--- src/logic/lbr_params.svh ---
`ifndef LBR_PARAMS_SVH
`define LBR_PARAMS_SVH

// Register that is only answered by the address poll command
`define LBR_ADDRESS_REG    8'h01
// Packet error code, CRC-8 with x^8 + x^2 + x + 1
`define LBR_CRC_POLY       8'h07
`define LBR_CRC_INIT       8'h00
// Data check byte layout
`define LBR_CHK_ALARM_BIT  7
`define LBR_CHK_ERR_BIT    0
`define LBR_CHK_RSVD       6'h00
// Bit slot of the acknowledge within a nine-bit byte frame
`define LBR_ACK_SLOT       4'h8
`define LBR_LAST_DATA_SLOT 4'h7
// Relay buffer shape
`define LBR_FIFO_WIDTH     8
`define LBR_FIFO_DEPTH     16

`endif

--- src/logic/lbr_pkg.sv ---
package lbr_pkg;

    // Lower port transaction phases
    typedef enum logic [2:0] {
        lbr_st_idle   = 3'h0,
        lbr_st_addr_w = 3'h1,
        lbr_st_cmd    = 3'h2,
        lbr_st_wait_rs = 3'h3,
        lbr_st_addr_r = 3'h4,
        lbr_st_tx     = 3'h5,
        lbr_st_done   = 3'h6
    } lbr_state_t;

endpackage

--- src/logic/lbr_fifo_if.sv ---
`timescale 1ns/100ps
// Byte path between the upper port receiver and the lower port sender
interface lbr_fifo_if #(parameter int W = 8);
    logic [W-1:0] wr_data;
    logic         wr_valid;
    logic         wr_ready;
    logic [W-1:0] rd_data;
    logic         rd_valid;
    logic         rd_ready;

    modport user (output wr_data, output wr_valid, input wr_ready,
                  input rd_data, input rd_valid, output rd_ready);
    modport fifo (input wr_data, input wr_valid, output wr_ready,
                  output rd_data, output rd_valid, input rd_ready);
endinterface

--- src/logic/lbr_fifo.sv ---
`timescale 1ns/100ps
module lbr_fifo #(
    parameter int W = 8,
    parameter int D = 16
) (
    input wire logic clk,    // System clock
    input wire logic rst_n,  // Asynchronous reset, active low
    lbr_fifo_if.fifo f       // Fill and drain sides
);
    localparam int AW = $clog2(D);

    logic [W-1:0]  mem [D];
    logic [AW-1:0] wp_r;
    logic [AW-1:0] rp_r;
    logic [AW:0]   cnt_r;
    logic [AW:0]   cnt_nxt;
    logic [W-1:0]  dout_r;
    logic          dv_r;

    ////////////////////////////////////////////////////////////////////////
    // Handshake decode; the output stage refills whenever it empties
    wire push = f.wr_valid && f.wr_ready;
    wire load = (cnt_r != '0) && (!dv_r || f.rd_ready);
    assign f.wr_ready = (cnt_r != (AW+1)'(D));
    assign f.rd_valid = dv_r;
    assign f.rd_data  = dout_r;
    assign cnt_nxt    = cnt_r + (AW+1)'(push) - (AW+1)'(load);

    // Storage has no reset: contents are never read before written
    always_ff @(posedge clk) begin
        if (push) begin
            mem[wp_r] <= f.wr_data;
        end
    end

    // Pointers, count and registered read data
    always_ff @(posedge clk or negedge rst_n) begin
        if (!rst_n) begin
            wp_r   <= '0;
            rp_r   <= '0;
            cnt_r  <= '0;
            dout_r <= '0;
            dv_r   <= 1'b0;
        end else begin
            cnt_r <= cnt_nxt;
            if (push) begin
                wp_r <= wp_r + 1'b1;  // Depth is a power of two, wraps
            end
            if (load) begin
                rp_r   <= rp_r + 1'b1;
                dout_r <= mem[rp_r];
                dv_r   <= 1'b1;
            end else if (f.rd_ready) begin
                dv_r <= 1'b0;
            end
        end
    end
endmodule

--- src/logic/lbr_core.sv ---
// Functional notes
// - Registers are returned only by broadcast read; address register is refused here.
// - After the command, send own 16-bit register value, low byte first.
// - Forward the broadcast read command up the ladder to the next device.
// - Buffer upstream bytes; relay them only after own bytes and their acknowledge.
// - Last device appends data check byte then error code after its data.
// - Error code byte is CRC-8; host checks with the same CRC-8.
// - CRC covers both address bytes, command, every sent data byte, check byte.
// - Last device CRC covers command bytes, its two data bytes, check byte.
// - Last device sends alarm from own state and chain error flag zero.
// - Others OR received check byte with own alarm and upper CRC validity.
// - Others send merged check byte right after the last relayed data byte.
// - Bad upper CRC sets chain error flag and fault status before check byte.
// - Others recompute CRC over command bytes, all sent data, updated check byte.
// - Each link carries only own and higher data, then check and CRC.
// - First device sends all data, check byte, then its own CRC to host.
// - A bad CRC never aborts the transfer; only flags report it.
// - With fault alarm enabled, fault status also drives the alarm bus.
// - Check byte holds alarm in bit 7, error in bit 0, zeros between.
// - Last device address comes from the last node field.
// - CRC-8 generator polynomial is x^8 + x^2 + x + 1.
`timescale 1ns/100ps
`include "lbr_params.svh"
module lbr_core #(
    parameter logic [6:0] BCAST_ADDR = 7'h30  // Broadcast bus address
) (
    input  wire logic        clk,                     // System clock, 100 MHz
    input  wire logic        rst_n,                   // Asynchronous reset, active low
    input  wire logic        scl_l_i,                 // Lower port clock level
    input  wire logic        sda_l_i,                 // Lower port data level
    output wire logic        sda_l_o,                 // Lower port data drive value
    output logic             sda_l_oe,                // Lower port data pull low
    output wire logic        scl_u_o,                 // Upper port clock drive value
    output logic             scl_u_oe,                // Upper port clock pull low
    input  wire logic        sda_u_i,                 // Upper port data level
    output wire logic        sda_u_o,                 // Upper port data drive value
    output logic             sda_u_oe,                // Upper port data pull low
    input  wire logic [4:0]  own_addr,                // Assigned device address
    input  wire logic [4:0]  last_node_field,         // Address of the last device
    input  wire logic        alarm_in,                // Own alarm condition
    input  wire logic        crc_fault_alarm_enable,  // Fault status drives alarm bus
    input  wire logic        crc_fault_clear,         // Clear fault status
    output wire logic [7:0]  reg_rd_addr,             // Register selected by command
    input  wire logic [15:0] reg_rd_data,             // Register value to return
    output wire logic        crc_fault_status,        // Sticky upper CRC fault
    output logic             chain_alarm_out,         // Drive onto the alarm bus
    output logic             relay_overflow           // Relay buffer refused a byte
);
    ////////////////////////////////////////////////////////////////////////
    // CRC-8 update over one byte, MSB first
    function automatic logic [7:0] lbr_crc8(input logic [7:0] c, input logic [7:0] d);
        logic [7:0] r;
        r = c ^ d;
        for (int i = 0; i < 8; i++) begin
            r = r[7] ? ({r[6:0], 1'b0} ^ `LBR_CRC_POLY) : {r[6:0], 1'b0};
        end
        return r;
    endfunction

    logic [1:0]          scl_sync_r;
    logic [1:0]          sda_sync_r;
    logic [1:0]          sdu_sync_r;
    logic                scl_d_r;
    logic                sda_d_r;
    lbr_pkg::lbr_state_t state_r;
    lbr_pkg::lbr_state_t state_nxt;
    logic [3:0]          bit_r;
    logic [7:0]          shift_r;
    logic [7:0]          ushift_r;
    logic [6:0]          k_r;
    logic [7:0]          cmd_r;
    logic [7:0]          crc_cmd_r;
    logic [7:0]          crc_tx_r;
    logic [7:0]          crc_up_r;
    logic [7:0]          tx_byte_r;
    logic [7:0]          up_chk_r;
    logic                pec_bad_r;
    logic                fault_r;
    logic                lower_oe_nxt;
    logic                upper_oe_nxt;

    lbr_fifo_if #(.W(`LBR_FIFO_WIDTH)) relay_if ();

    lbr_fifo #(
        .W (`LBR_FIFO_WIDTH),
        .D (`LBR_FIFO_DEPTH)
    ) u_relay (
        .clk   (clk),
        .rst_n (rst_n),
        .f     (relay_if.fifo)
    );

    ////////////////////////////////////////////////////////////////////////
    // Pin synchronisers; only the second stage is ever looked at
    always_ff @(posedge clk or negedge rst_n) begin
        if (!rst_n) begin
            scl_sync_r <= 2'h3;
            sda_sync_r <= 2'h3;
            sdu_sync_r <= 2'h3;
            scl_d_r    <= 1'b1;
            sda_d_r    <= 1'b1;
        end else begin
            scl_sync_r <= {scl_sync_r[0], scl_l_i};
            sda_sync_r <= {sda_sync_r[0], sda_l_i};
            sdu_sync_r <= {sdu_sync_r[0], sda_u_i};
            scl_d_r    <= scl_sync_r[1];
            sda_d_r    <= sda_sync_r[1];
        end
    end

    // Edge, start and stop detection on the lower port
    wire scl_s    = scl_sync_r[1];
    wire sda_s    = sda_sync_r[1];
    wire sdu_s    = sdu_sync_r[1];
    wire scl_rise = scl_s & ~scl_d_r;
    wire scl_fall = ~scl_s & scl_d_r;
    wire start_ev = scl_s & scl_d_r & sda_d_r & ~sda_s;
    wire stop_ev  = scl_s & scl_d_r & ~sda_d_r & sda_s;

    // Byte framing and chain position
    wire [7:0] rx_byte  = {shift_r[6:0], sda_s};
    wire [7:0] up_byte  = {ushift_r[6:0], sdu_s};
    wire       rx_done  = scl_rise && (bit_r == `LBR_LAST_DATA_SLOT);
    wire       ack_end  = scl_rise && (bit_r == `LBR_ACK_SLOT);
    wire       in_tx    = (state_r == lbr_pkg::lbr_st_tx);
    wire       in_rx    = (state_r == lbr_pkg::lbr_st_addr_w) || (state_r == lbr_pkg::lbr_st_cmd) ||
                          (state_r == lbr_pkg::lbr_st_addr_r);
    wire       is_last  = (own_addr == last_node_field);
    wire [4:0] n_above  = last_node_field - own_addr;
    wire [6:0] n2       = {1'b0, n_above, 1'b0};  // Relayed data bytes; zero when last
    wire       tx_bit   = tx_byte_r[3'(4'h7 - bit_r)];

    ////////////////////////////////////////////////////////////////////////
    // Transaction sequencer
    always_comb begin
        state_nxt = state_r;
        if (stop_ev) begin
            state_nxt = lbr_pkg::lbr_st_idle;
        end else if (start_ev) begin
            state_nxt = (state_r == lbr_pkg::lbr_st_wait_rs) ? lbr_pkg::lbr_st_addr_r
                                                             : lbr_pkg::lbr_st_addr_w;
        end else begin
            case (state_r)
                lbr_pkg::lbr_st_addr_w: begin
                    if (rx_done && rx_byte != {BCAST_ADDR, 1'b0}) begin
                        state_nxt = lbr_pkg::lbr_st_idle;
                    end else if (ack_end) begin
                        state_nxt = lbr_pkg::lbr_st_cmd;
                    end
                end
                lbr_pkg::lbr_st_cmd: begin
                    if (ack_end) begin
                        state_nxt = lbr_pkg::lbr_st_wait_rs;
                    end
                end
                lbr_pkg::lbr_st_addr_r: begin
                    if (rx_done && (rx_byte != {BCAST_ADDR, 1'b1} || cmd_r == `LBR_ADDRESS_REG)) begin
                        state_nxt = lbr_pkg::lbr_st_idle;
                    end else if (ack_end) begin
                        state_nxt = lbr_pkg::lbr_st_tx;
                    end
                end
                lbr_pkg::lbr_st_tx: begin
                    if (ack_end && k_r == n2 + 7'h03) begin
                        state_nxt = lbr_pkg::lbr_st_done;
                    end
                end
                default: begin
                end
            endcase
        end
    end

    // Outgoing byte selection: own pair, relayed bytes, check byte, code
    wire       load_ev   = ack_end && (state_nxt == lbr_pkg::lbr_st_tx);
    wire [6:0] k_nxt     = (state_r == lbr_pkg::lbr_st_addr_r) ? 7'h00 : k_r + 7'h01;
    wire       sel_relay = (k_nxt > 7'h01) && (k_nxt < n2 + 7'h02);
    wire       sel_chk   = (k_nxt == n2 + 7'h02);
    wire       sel_pec   = (k_nxt == n2 + 7'h03);
    wire       chk_alarm = alarm_in | (~is_last & up_chk_r[`LBR_CHK_ALARM_BIT]);
    wire       chk_err   = ~is_last & (up_chk_r[`LBR_CHK_ERR_BIT] | pec_bad_r);
    wire [7:0] chk_byte  = {chk_alarm, `LBR_CHK_RSVD, chk_err};
    wire [7:0] relay_byte = relay_if.rd_valid ? relay_if.rd_data : 8'hFF;  // Idle bus on underrun
    wire [7:0] next_byte = (k_nxt == 7'h00) ? reg_rd_data[7:0] :
                           (k_nxt == 7'h01) ? reg_rd_data[15:8] :
                           sel_relay        ? relay_byte :
                           sel_chk          ? chk_byte : crc_tx_r;
    wire [7:0] crc_base  = (state_r == lbr_pkg::lbr_st_addr_r) ? crc_cmd_r : crc_tx_r;

    // Upper port reception runs in the same bit slots as our own sending
    wire       up_rx     = in_tx && !is_last && scl_rise && (bit_r < `LBR_ACK_SLOT);
    wire       up_done   = in_tx && !is_last && rx_done;
    wire       up_data   = up_done && (k_r < n2);
    wire       up_chk    = up_done && (k_r == n2);
    wire       pec_bad_ev = up_done && (k_r == n2 + 7'h01) && (up_byte != crc_up_r);

    assign relay_if.wr_data  = up_byte;
    assign relay_if.wr_valid = up_data;
    assign relay_if.rd_ready = load_ev && sel_relay;
    assign reg_rd_addr       = cmd_r;
    assign crc_fault_status  = fault_r;
    assign sda_l_o           = 1'b0;
    assign sda_u_o           = 1'b0;
    assign scl_u_o           = 1'b0;

    ////////////////////////////////////////////////////////////////////////
    // Lower port drive: acknowledge received bytes, shift out on falling clock
    always_comb begin
        lower_oe_nxt = sda_l_oe;
        if (start_ev || stop_ev || state_r == lbr_pkg::lbr_st_idle) begin
            lower_oe_nxt = 1'b0;
        end else if (scl_fall) begin
            if (in_rx && bit_r == `LBR_ACK_SLOT) begin
                lower_oe_nxt = 1'b1;
            end else if (in_tx && bit_r < `LBR_ACK_SLOT) begin
                lower_oe_nxt = ~tx_bit;
            end else begin
                lower_oe_nxt = 1'b0;  // Host owns the acknowledge slot
            end
        end
    end

    // Upper port drive: mirror the command upward, acknowledge relayed bytes
    always_comb begin
        upper_oe_nxt = sda_u_oe;
        if (!in_tx) begin
            upper_oe_nxt = ~sda_s;
        end else if (scl_fall) begin
            upper_oe_nxt = !is_last && (bit_r == `LBR_ACK_SLOT) && (k_r < n2 + 7'h02);
        end
    end

    // Pin drive registers; clock is relayed so the upper stream keeps our bit slots
    always_ff @(posedge clk or negedge rst_n) begin
        if (!rst_n) begin
            sda_l_oe <= 1'b0;
            sda_u_oe <= 1'b0;
            scl_u_oe <= 1'b0;
        end else begin
            sda_l_oe <= lower_oe_nxt;
            sda_u_oe <= upper_oe_nxt;
            scl_u_oe <= ~scl_s;
        end
    end

    ////////////////////////////////////////////////////////////////////////
    // Sequencer, bit counter and shifters
    always_ff @(posedge clk or negedge rst_n) begin
        if (!rst_n) begin
            state_r  <= lbr_pkg::lbr_st_idle;
            bit_r    <= 4'h0;
            shift_r  <= 8'h00;
            ushift_r <= 8'h00;
        end else begin
            state_r <= state_nxt;
            if (start_ev) begin
                bit_r <= 4'h0;
            end else if (scl_rise && state_r != lbr_pkg::lbr_st_idle) begin
                bit_r <= (bit_r == `LBR_ACK_SLOT) ? 4'h0 : bit_r + 4'h1;
            end
            if (scl_rise && bit_r < `LBR_ACK_SLOT) begin
                shift_r <= rx_byte;
            end
            if (up_rx) begin
                ushift_r <= up_byte;
            end
        end
    end

    // Command capture and the CRC over the command-phase bytes
    always_ff @(posedge clk or negedge rst_n) begin
        if (!rst_n) begin
            cmd_r     <= 8'h00;
            crc_cmd_r <= `LBR_CRC_INIT;
        end else begin
            if (start_ev && state_r != lbr_pkg::lbr_st_wait_rs) begin
                crc_cmd_r <= `LBR_CRC_INIT;
            end else if (rx_done && in_rx) begin
                crc_cmd_r <= lbr_crc8(crc_cmd_r, rx_byte);
            end
            if (rx_done && state_r == lbr_pkg::lbr_st_cmd) begin
                cmd_r <= rx_byte;
            end
        end
    end

    // Outgoing byte, slot index and the recomputed link CRC
    always_ff @(posedge clk or negedge rst_n) begin
        if (!rst_n) begin
            tx_byte_r <= 8'hFF;
            k_r       <= 7'h00;
            crc_tx_r  <= `LBR_CRC_INIT;
        end else if (load_ev) begin
            tx_byte_r <= next_byte;
            k_r       <= k_nxt;
            if (!sel_pec) begin
                crc_tx_r <= lbr_crc8(crc_base, next_byte);
            end
        end
    end

    // Upper port check: expected CRC, received check byte, per-frame error
    always_ff @(posedge clk or negedge rst_n) begin
        if (!rst_n) begin
            crc_up_r  <= `LBR_CRC_INIT;
            up_chk_r  <= 8'h00;
            pec_bad_r <= 1'b0;
        end else begin
            if (start_ev && state_r != lbr_pkg::lbr_st_wait_rs) begin
                up_chk_r  <= 8'h00;
                pec_bad_r <= 1'b0;
            end else if (pec_bad_ev) begin
                pec_bad_r <= 1'b1;
            end
            if (load_ev && state_r == lbr_pkg::lbr_st_addr_r) begin
                crc_up_r <= crc_cmd_r;
            end else if (up_data || up_chk) begin
                crc_up_r <= lbr_crc8(crc_up_r, up_byte);
            end
            if (up_chk) begin
                up_chk_r <= up_byte;
            end
        end
    end

    // Sticky status; a fault in the clearing cycle is kept
    always_ff @(posedge clk or negedge rst_n) begin
        if (!rst_n) begin
            fault_r         <= 1'b0;
            chain_alarm_out <= 1'b0;
            relay_overflow  <= 1'b0;
        end else begin
            if (pec_bad_ev) begin
                fault_r <= 1'b1;
            end else if (crc_fault_clear) begin
                fault_r <= 1'b0;
            end
            chain_alarm_out <= alarm_in | (crc_fault_alarm_enable & fault_r);
            if (start_ev && state_r != lbr_pkg::lbr_st_wait_rs) begin
                relay_overflow <= 1'b0;
            end else if (up_data && !relay_if.wr_ready) begin
                relay_overflow <= 1'b1;  // Byte lost; upstream cannot be stalled
            end
        end
    end

    ////////////////////////////////////////////////////////////////////////
    // Checks on the behaviour above
    a_cmd_forward: assert property (@(posedge clk) disable iff (!rst_n)
        (!in_tx && !sda_s) |=> sda_u_oe) else $error("command not forwarded upward");
    a_own_low_first: assert property (@(posedge clk) disable iff (!rst_n)
        (load_ev && state_r == lbr_pkg::lbr_st_addr_r) |=> tx_byte_r == $past(reg_rd_data[7:0]))
        else $error("low byte not sent first");
    a_own_high_next: assert property (@(posedge clk) disable iff (!rst_n)
        (load_ev && k_nxt == 7'h01) |=> tx_byte_r == $past(reg_rd_data[15:8]))
        else $error("high byte not second");
    a_pec_appended: assert property (@(posedge clk) disable iff (!rst_n)
        (load_ev && sel_pec) |=> (tx_byte_r == $past(crc_tx_r)) && (crc_tx_r == $past(crc_tx_r)))
        else $error("wrong error code byte");
    a_last_no_err: assert property (@(posedge clk) disable iff (!rst_n)
        is_last |-> !chk_byte[`LBR_CHK_ERR_BIT]) else $error("last device flags chain error");
    a_err_flag_set: assert property (@(posedge clk) disable iff (!rst_n)
        pec_bad_ev |=> fault_r && chk_byte[`LBR_CHK_ERR_BIT]) else $error("bad code not flagged");
    a_no_abort: assert property (@(posedge clk) disable iff (!rst_n)
        (pec_bad_ev && !stop_ev) |=> in_tx) else $error("transfer aborted on bad code");
    a_alarm_drive: assert property (@(posedge clk) disable iff (!rst_n)
        (crc_fault_alarm_enable && fault_r) |=> chain_alarm_out) else $error("fault alarm missing");
    a_relay_hold: assert property (@(posedge clk) disable iff (!rst_n)
        (load_ev && k_nxt < 7'h02) |-> !relay_if.rd_ready) else $error("relay before own bytes");
    a_last_quiet_up: assert property (@(posedge clk) disable iff (!rst_n)
        (is_last && in_tx && scl_fall) |=> !sda_u_oe) else $error("last device drives upper port");
    a_tx_ack_free: assert property (@(posedge clk) disable iff (!rst_n)
        (in_tx && scl_fall && bit_r == `LBR_ACK_SLOT) |=> !sda_l_oe) else $error("ack slot not released");
endmodule

--- config.mk ---
export PLATFORM = sky130hd
export DESIGN_NAME = lbr_core
export DESIGN_NICKNAME = d
export VERILOG_FILES = /design/src/logic/lbr_pkg.sv /design/src/logic/lbr_fifo_if.sv /design/src/logic/lbr_fifo.sv /design/src/logic/lbr_core.sv
export VERILOG_INCLUDE_DIRS = /design/src /design/src/logic
export SDC_FILE = /design/constraint.sdc
export NUM_CORES = 1
export LEC_CHECK = 0
export BUFFER_PORTS_ARGS = -buffer_cell sky130_fd_sc_hd__buf_2
export CORE_MARGIN = 2
export CORE_UTILIZATION = 55
export DETAILED_ROUTE_END_ITERATION = 6
export HOLD_SLACK_MARGIN = 0.06
export PLACE_DENSITY_LB_ADDON = 0.2
export SYNTH_ARGS = -nofsm -noshare
export SYNTH_HDL_FRONTEND = slang
export SYNTH_SLANG_ARGS = --single-unit
--- constraint.sdc ---
create_clock -name clk -period 12.82 [get_ports clk]
set_input_delay 2.564 -clock clk [delete_from_list [all_inputs] [get_ports clk]]
set_output_delay 2.564 -clock clk [all_outputs]
set_load 0.02 [all_outputs]
==> results.py <==
metrics = {
    "yosys": {
        "synth_area_leaders": "edfxtp_1, dfrtp_1, mux4_2, mux2_2, ha_1",
        "synth_top_cell_by_area": "edfxtp_1",
        "yosys_warnings": 0,
        "async_reset_ff_share_pct": 45.53,
        "synth_area_mm2": 0.01159,
        "yosysUniqueCellTypes": 70,
        "syn_inst": 829,
        "synth_edf_count": 128,
        "synth_seq_cells": 235,
        "synth_top_cell_area_share_pct": 33.16,
        "yosysSeqAreaShare_pct": 56.43,
        "avgSynthCellArea_um2": 13.98,
        "synth_flop_cell": "edfxtp_1",
    },
    "clocking": {
        "cts.repair.resized": 0,
        "htree_num_levels": 1,
        "clk-insertion-delay-late_ns": 0.53,
        "cts_tree": "done",
        "postCtsSetupBuffers": 0,
        "cts.clk_slew.worst_paths_ns": 0.06,
        "hold_buffers": 0,
        "clk_path_buf_depth": 3,
        "clockRootBuffer": "clkbuf_16",
        "cts_inserted_buffers": 25,
        "cts_sinks": 235,
    },
    "timing": {
        "slew_viol_final": 0,
        "finalSetupTns_ns": 0,
        "skew_ns": 0.009864,
        "min_period_ns": 7.065,
        "slew_headroom_pct": 17.89,
        "fmax_mhz": 141.5,
        "worstMarginPinSlew_ns": 1.222,
        "finalCritPeriodShare_pct": 55.11,
        "finalSetupViolations": 0,
        "rsz0062_at_grt": "no",
        "final_hold_viol_count": 0,
    },
    "global_route": {
        "grtUsageTotal_pct": 22.99,
        "grt.overflow.total": 0,
        "grt_max_degree": 64,
        "grt_pass1_wl_um": 39070,
        "antenna_found_initial": 0,
        "grt_pass1_vias": 6846,
    },
    "cells_and_area": {
        "multiInputGateArea_mm2": 0.004790,
        "final_common_cell": "edfxtp_1",
        "synthToLayoutAreaGrowth_pct": 10.75,
        "nNetsFinal": 952,
        "antenna-diode-count": 0,
        "drive_above_1_share_pct": 23.46,
        "n_fill_cell": 1558,
        "final-seq-area_mm2": 0.006544,
        "final_cell_mix": "edfxtp_1, dfrtp_1, xnor2_1, mux2_2, buf_2",
        "final_util_pct": 61.65,
    },
    "power_and_ir_drop": {
        "p_leak_uw": 0.005160,
        "vdd.ir_drop.worst_mv": 0.1181,
        "p_clk_share_pct": 37.4,
        "swShare_pct": 26.07,
        "power.switching_uw": 479.6,
        "comb_power_share_pct": 15.2,
        "powerDensity_mw_per_mm2": 143.3,
        "total_power_uw": 1840,
        "p_int_uw": 1360,
        "pwr-share-seq_pct": 47.4,
    },
    "critical_path": {
        "r2r_slack_ns": 8.16,
        "worstPathRequired_ns": 13.26,
        "critPathArrivalTime_ns": 7.51,
        "worst_r2r_startpoint": "k_r[0]",
        "crit_path_start_kind": "primary input",
        "worst-setup-path-type": "primary input to flip-flop",
        "r2r_end": "u_relay.cnt_r[4]",
        "rr_worst_depth": 18,
        "cp_max_fo": 11,
        "end_kind": "flip-flop",
    },
    "die": {
        "pin_count": 51,
        "rows": 53,
        "die_area_mm2": 0.02225,
        "initial_core_util_pct": 55.67,
        "die_w_um": 149.2,
        "dieHeight_um": 149.2,
        "coreArea_mm2": 0.02082,
    },
    "route": {
        "drcViolationCount": 0,
        "num_vias": 6864,
        "wl_met2_um": 12110,
        "first_iter_violations": 549,
        "wirelength_um": 25040,
        "wl_met3_um": 1444,
        "topRoutingLayerUsed": "met4",
        "drt.antenna.violating_nets": 0,
        "viasPerCell": 5.867,
        "wirelength_met1_um": 10990,
        "wl_per_cell_um": 21.40,
        "first_pass_iters": 5,
    },
    "flow_run": {
        "drv_cap": 0,
    },
    "placed_design": {
        "place_hpwl_um": 17390,
        "port_buffers": 47,
        "gp_congestion": 0.9111,
    },
    "status": {
        "status": "completed",
    },
    "worst_hold_path": {
        "hold_start": "sdu_sync_r[0]",
        "min_to": "sdu_sync_r[1]",
        "min_path_type": "flip-flop to flip-flop",
        "min_path_cells": 0,
    },
}
sequential cells by signal, summed over array words and instances, names as in the netlist, 2 cells and up:
| signal | count |
|---|---|
| k_r | 7 |
| crc_tx_r | 8 |
| state_r | 3 |
| crc_up_r | 8 |
| scl_sync_r | 2 |
| up_chk_r | 2 |
| shift_r | 7 |
| crc_cmd_r | 8 |
| sda_sync_r | 2 |
| u_relay.cnt_r | 5 |
| reg_rd_addr | 8 |
| u_relay.f.rd_data | 8 |
| u_relay.wp_r | 4 |
| u_relay.mem | 128 |
| ushift_r | 7 |
| sdu_sync_r | 2 |
| u_relay.rp_r | 4 |
| bit_r | 4 |
| tx_byte_r | 8 |
synth_stat cells, types with 25 or more instances:
library cell,count
edfxtp_1,128
dfrtp_1,91
xnor2_1,55
mux2_2,51
mux4_2,42
nor2_1,41
ha_1,39
nand2_1,35
inv_1,28
o21ai_0,27
xor2_1,27
a21oi_1,26
mux2i_1,25
worst max-delay path, stage by stage:
cell and delay (ns):
buf_2 0.10, inv_1 0.06, ha_1 0.14, inv_1 0.06, fa_1 0.41, a21o_1 0.17, a21oi_1 0.17, xor2_1 0.22
inv_1 0.10, xnor2_1 0.31, ha_1 0.30, nand3_1 0.08, nor2_1 0.09, nand4_1 0.12, a31oi_2 0.12, nand3b_1 0.27
o31ai_1 0.38, nand2_1 0.16, inv_1 0.34, ha_1 0.20, inv_1 0.04, ha_1 0.20, fa_1 0.41, a21oi_1 0.17
nor2_1 0.06, nor2_1 0.12, xnor2_1 0.13
how the worst max path moves through the flow:
stage | end | startpoint | slack (ns) | cells past startpoint
global placement | u_relay.cnt_r[4] | last_node_field[0] | 5.50 | 25
global route | u_relay.cnt_r[4] | last_node_field[0] | 5.42 | 25
detailed placement | u_relay.cnt_r[4] | last_node_field[0] | 5.25 | 27
floorplan | u_relay.cnt_r[4] | last_node_field[0] | 6.07 | 25
CTS | u_relay.cnt_r[4] | last_node_field[0] | 5.77 | 25
finish | u_relay.cnt_r[4] | last_node_field[0] | 5.75 | 27
through the flow:
| step | area (um^2) | cells | setup WS [ns] | hold slack, ns |
|---|---|---|---|---|
| after floorplan | 11600 | 831 | 6.066 | 0.3452 |
| after global placement | 12060 | 1125 | 5.499 | 0.3455 |
| after detailed placement | 12060 | 1125 | 5.246 | 0.3468 |
| after CTS | 12840 | 1170 | 5.767 | 0.3553 |
| after global routing | 12840 | 1170 | 5.423 | 0.3627 |
| final | 12840 | 1170 | 5.755 | 0.3544 |
area by class of cell:
class                           count  share of cell area, %
Inverter                           28                 0.8187
Sequential cell                   235                  50.97
Clock inverter                     12                 0.9649
Tap cell                          275                  2.680
Timing Repair Buffer               52                  2.144
Clock buffer                       33                  5.107
Multi-Input combinational cell    535                  37.31
kinds of logic after synthesis:
family                   count (synthesis)  share of synthesized area, %
XOR/XNOR                                86                         6.962
adder cells (fa/ha/maj)                 41                         4.555
flip-flops                             235                         56.43
AND/OR/NAND/NOR                        185                         8.582
multiplexers                           119                         15.47
buffers and inverters                   61                         2.353
other                                    1                       0.03235
AO/OA/AOI/OAI                          101                         5.613
routing by layer:
| metal | vias up | GRT usage, % |
|---|---|---|
| met3 | 36 | 3.364 |
| met2 | 182 | 37.03 |
| li1 | 3178 | - |
| met1 | 3468 | 33.46 |
| met4 | 0 | 5.524 |
| met5 | - | 0 |
power groups by stage:
stage | combinational (uW) | sequential (uW) | clock [uW]
2_1_floorplan | 229 | 865 | 0
3_3_place_gp | 268 | 882 | 0
3_5_place_dp | 278 | 886 | 0
4_1_cts | 280 | 871 | 702
5_1_grt | 306 | 878 | 734
6_report | 279 | 872 | 689
(Power assumes the default switching activity.)
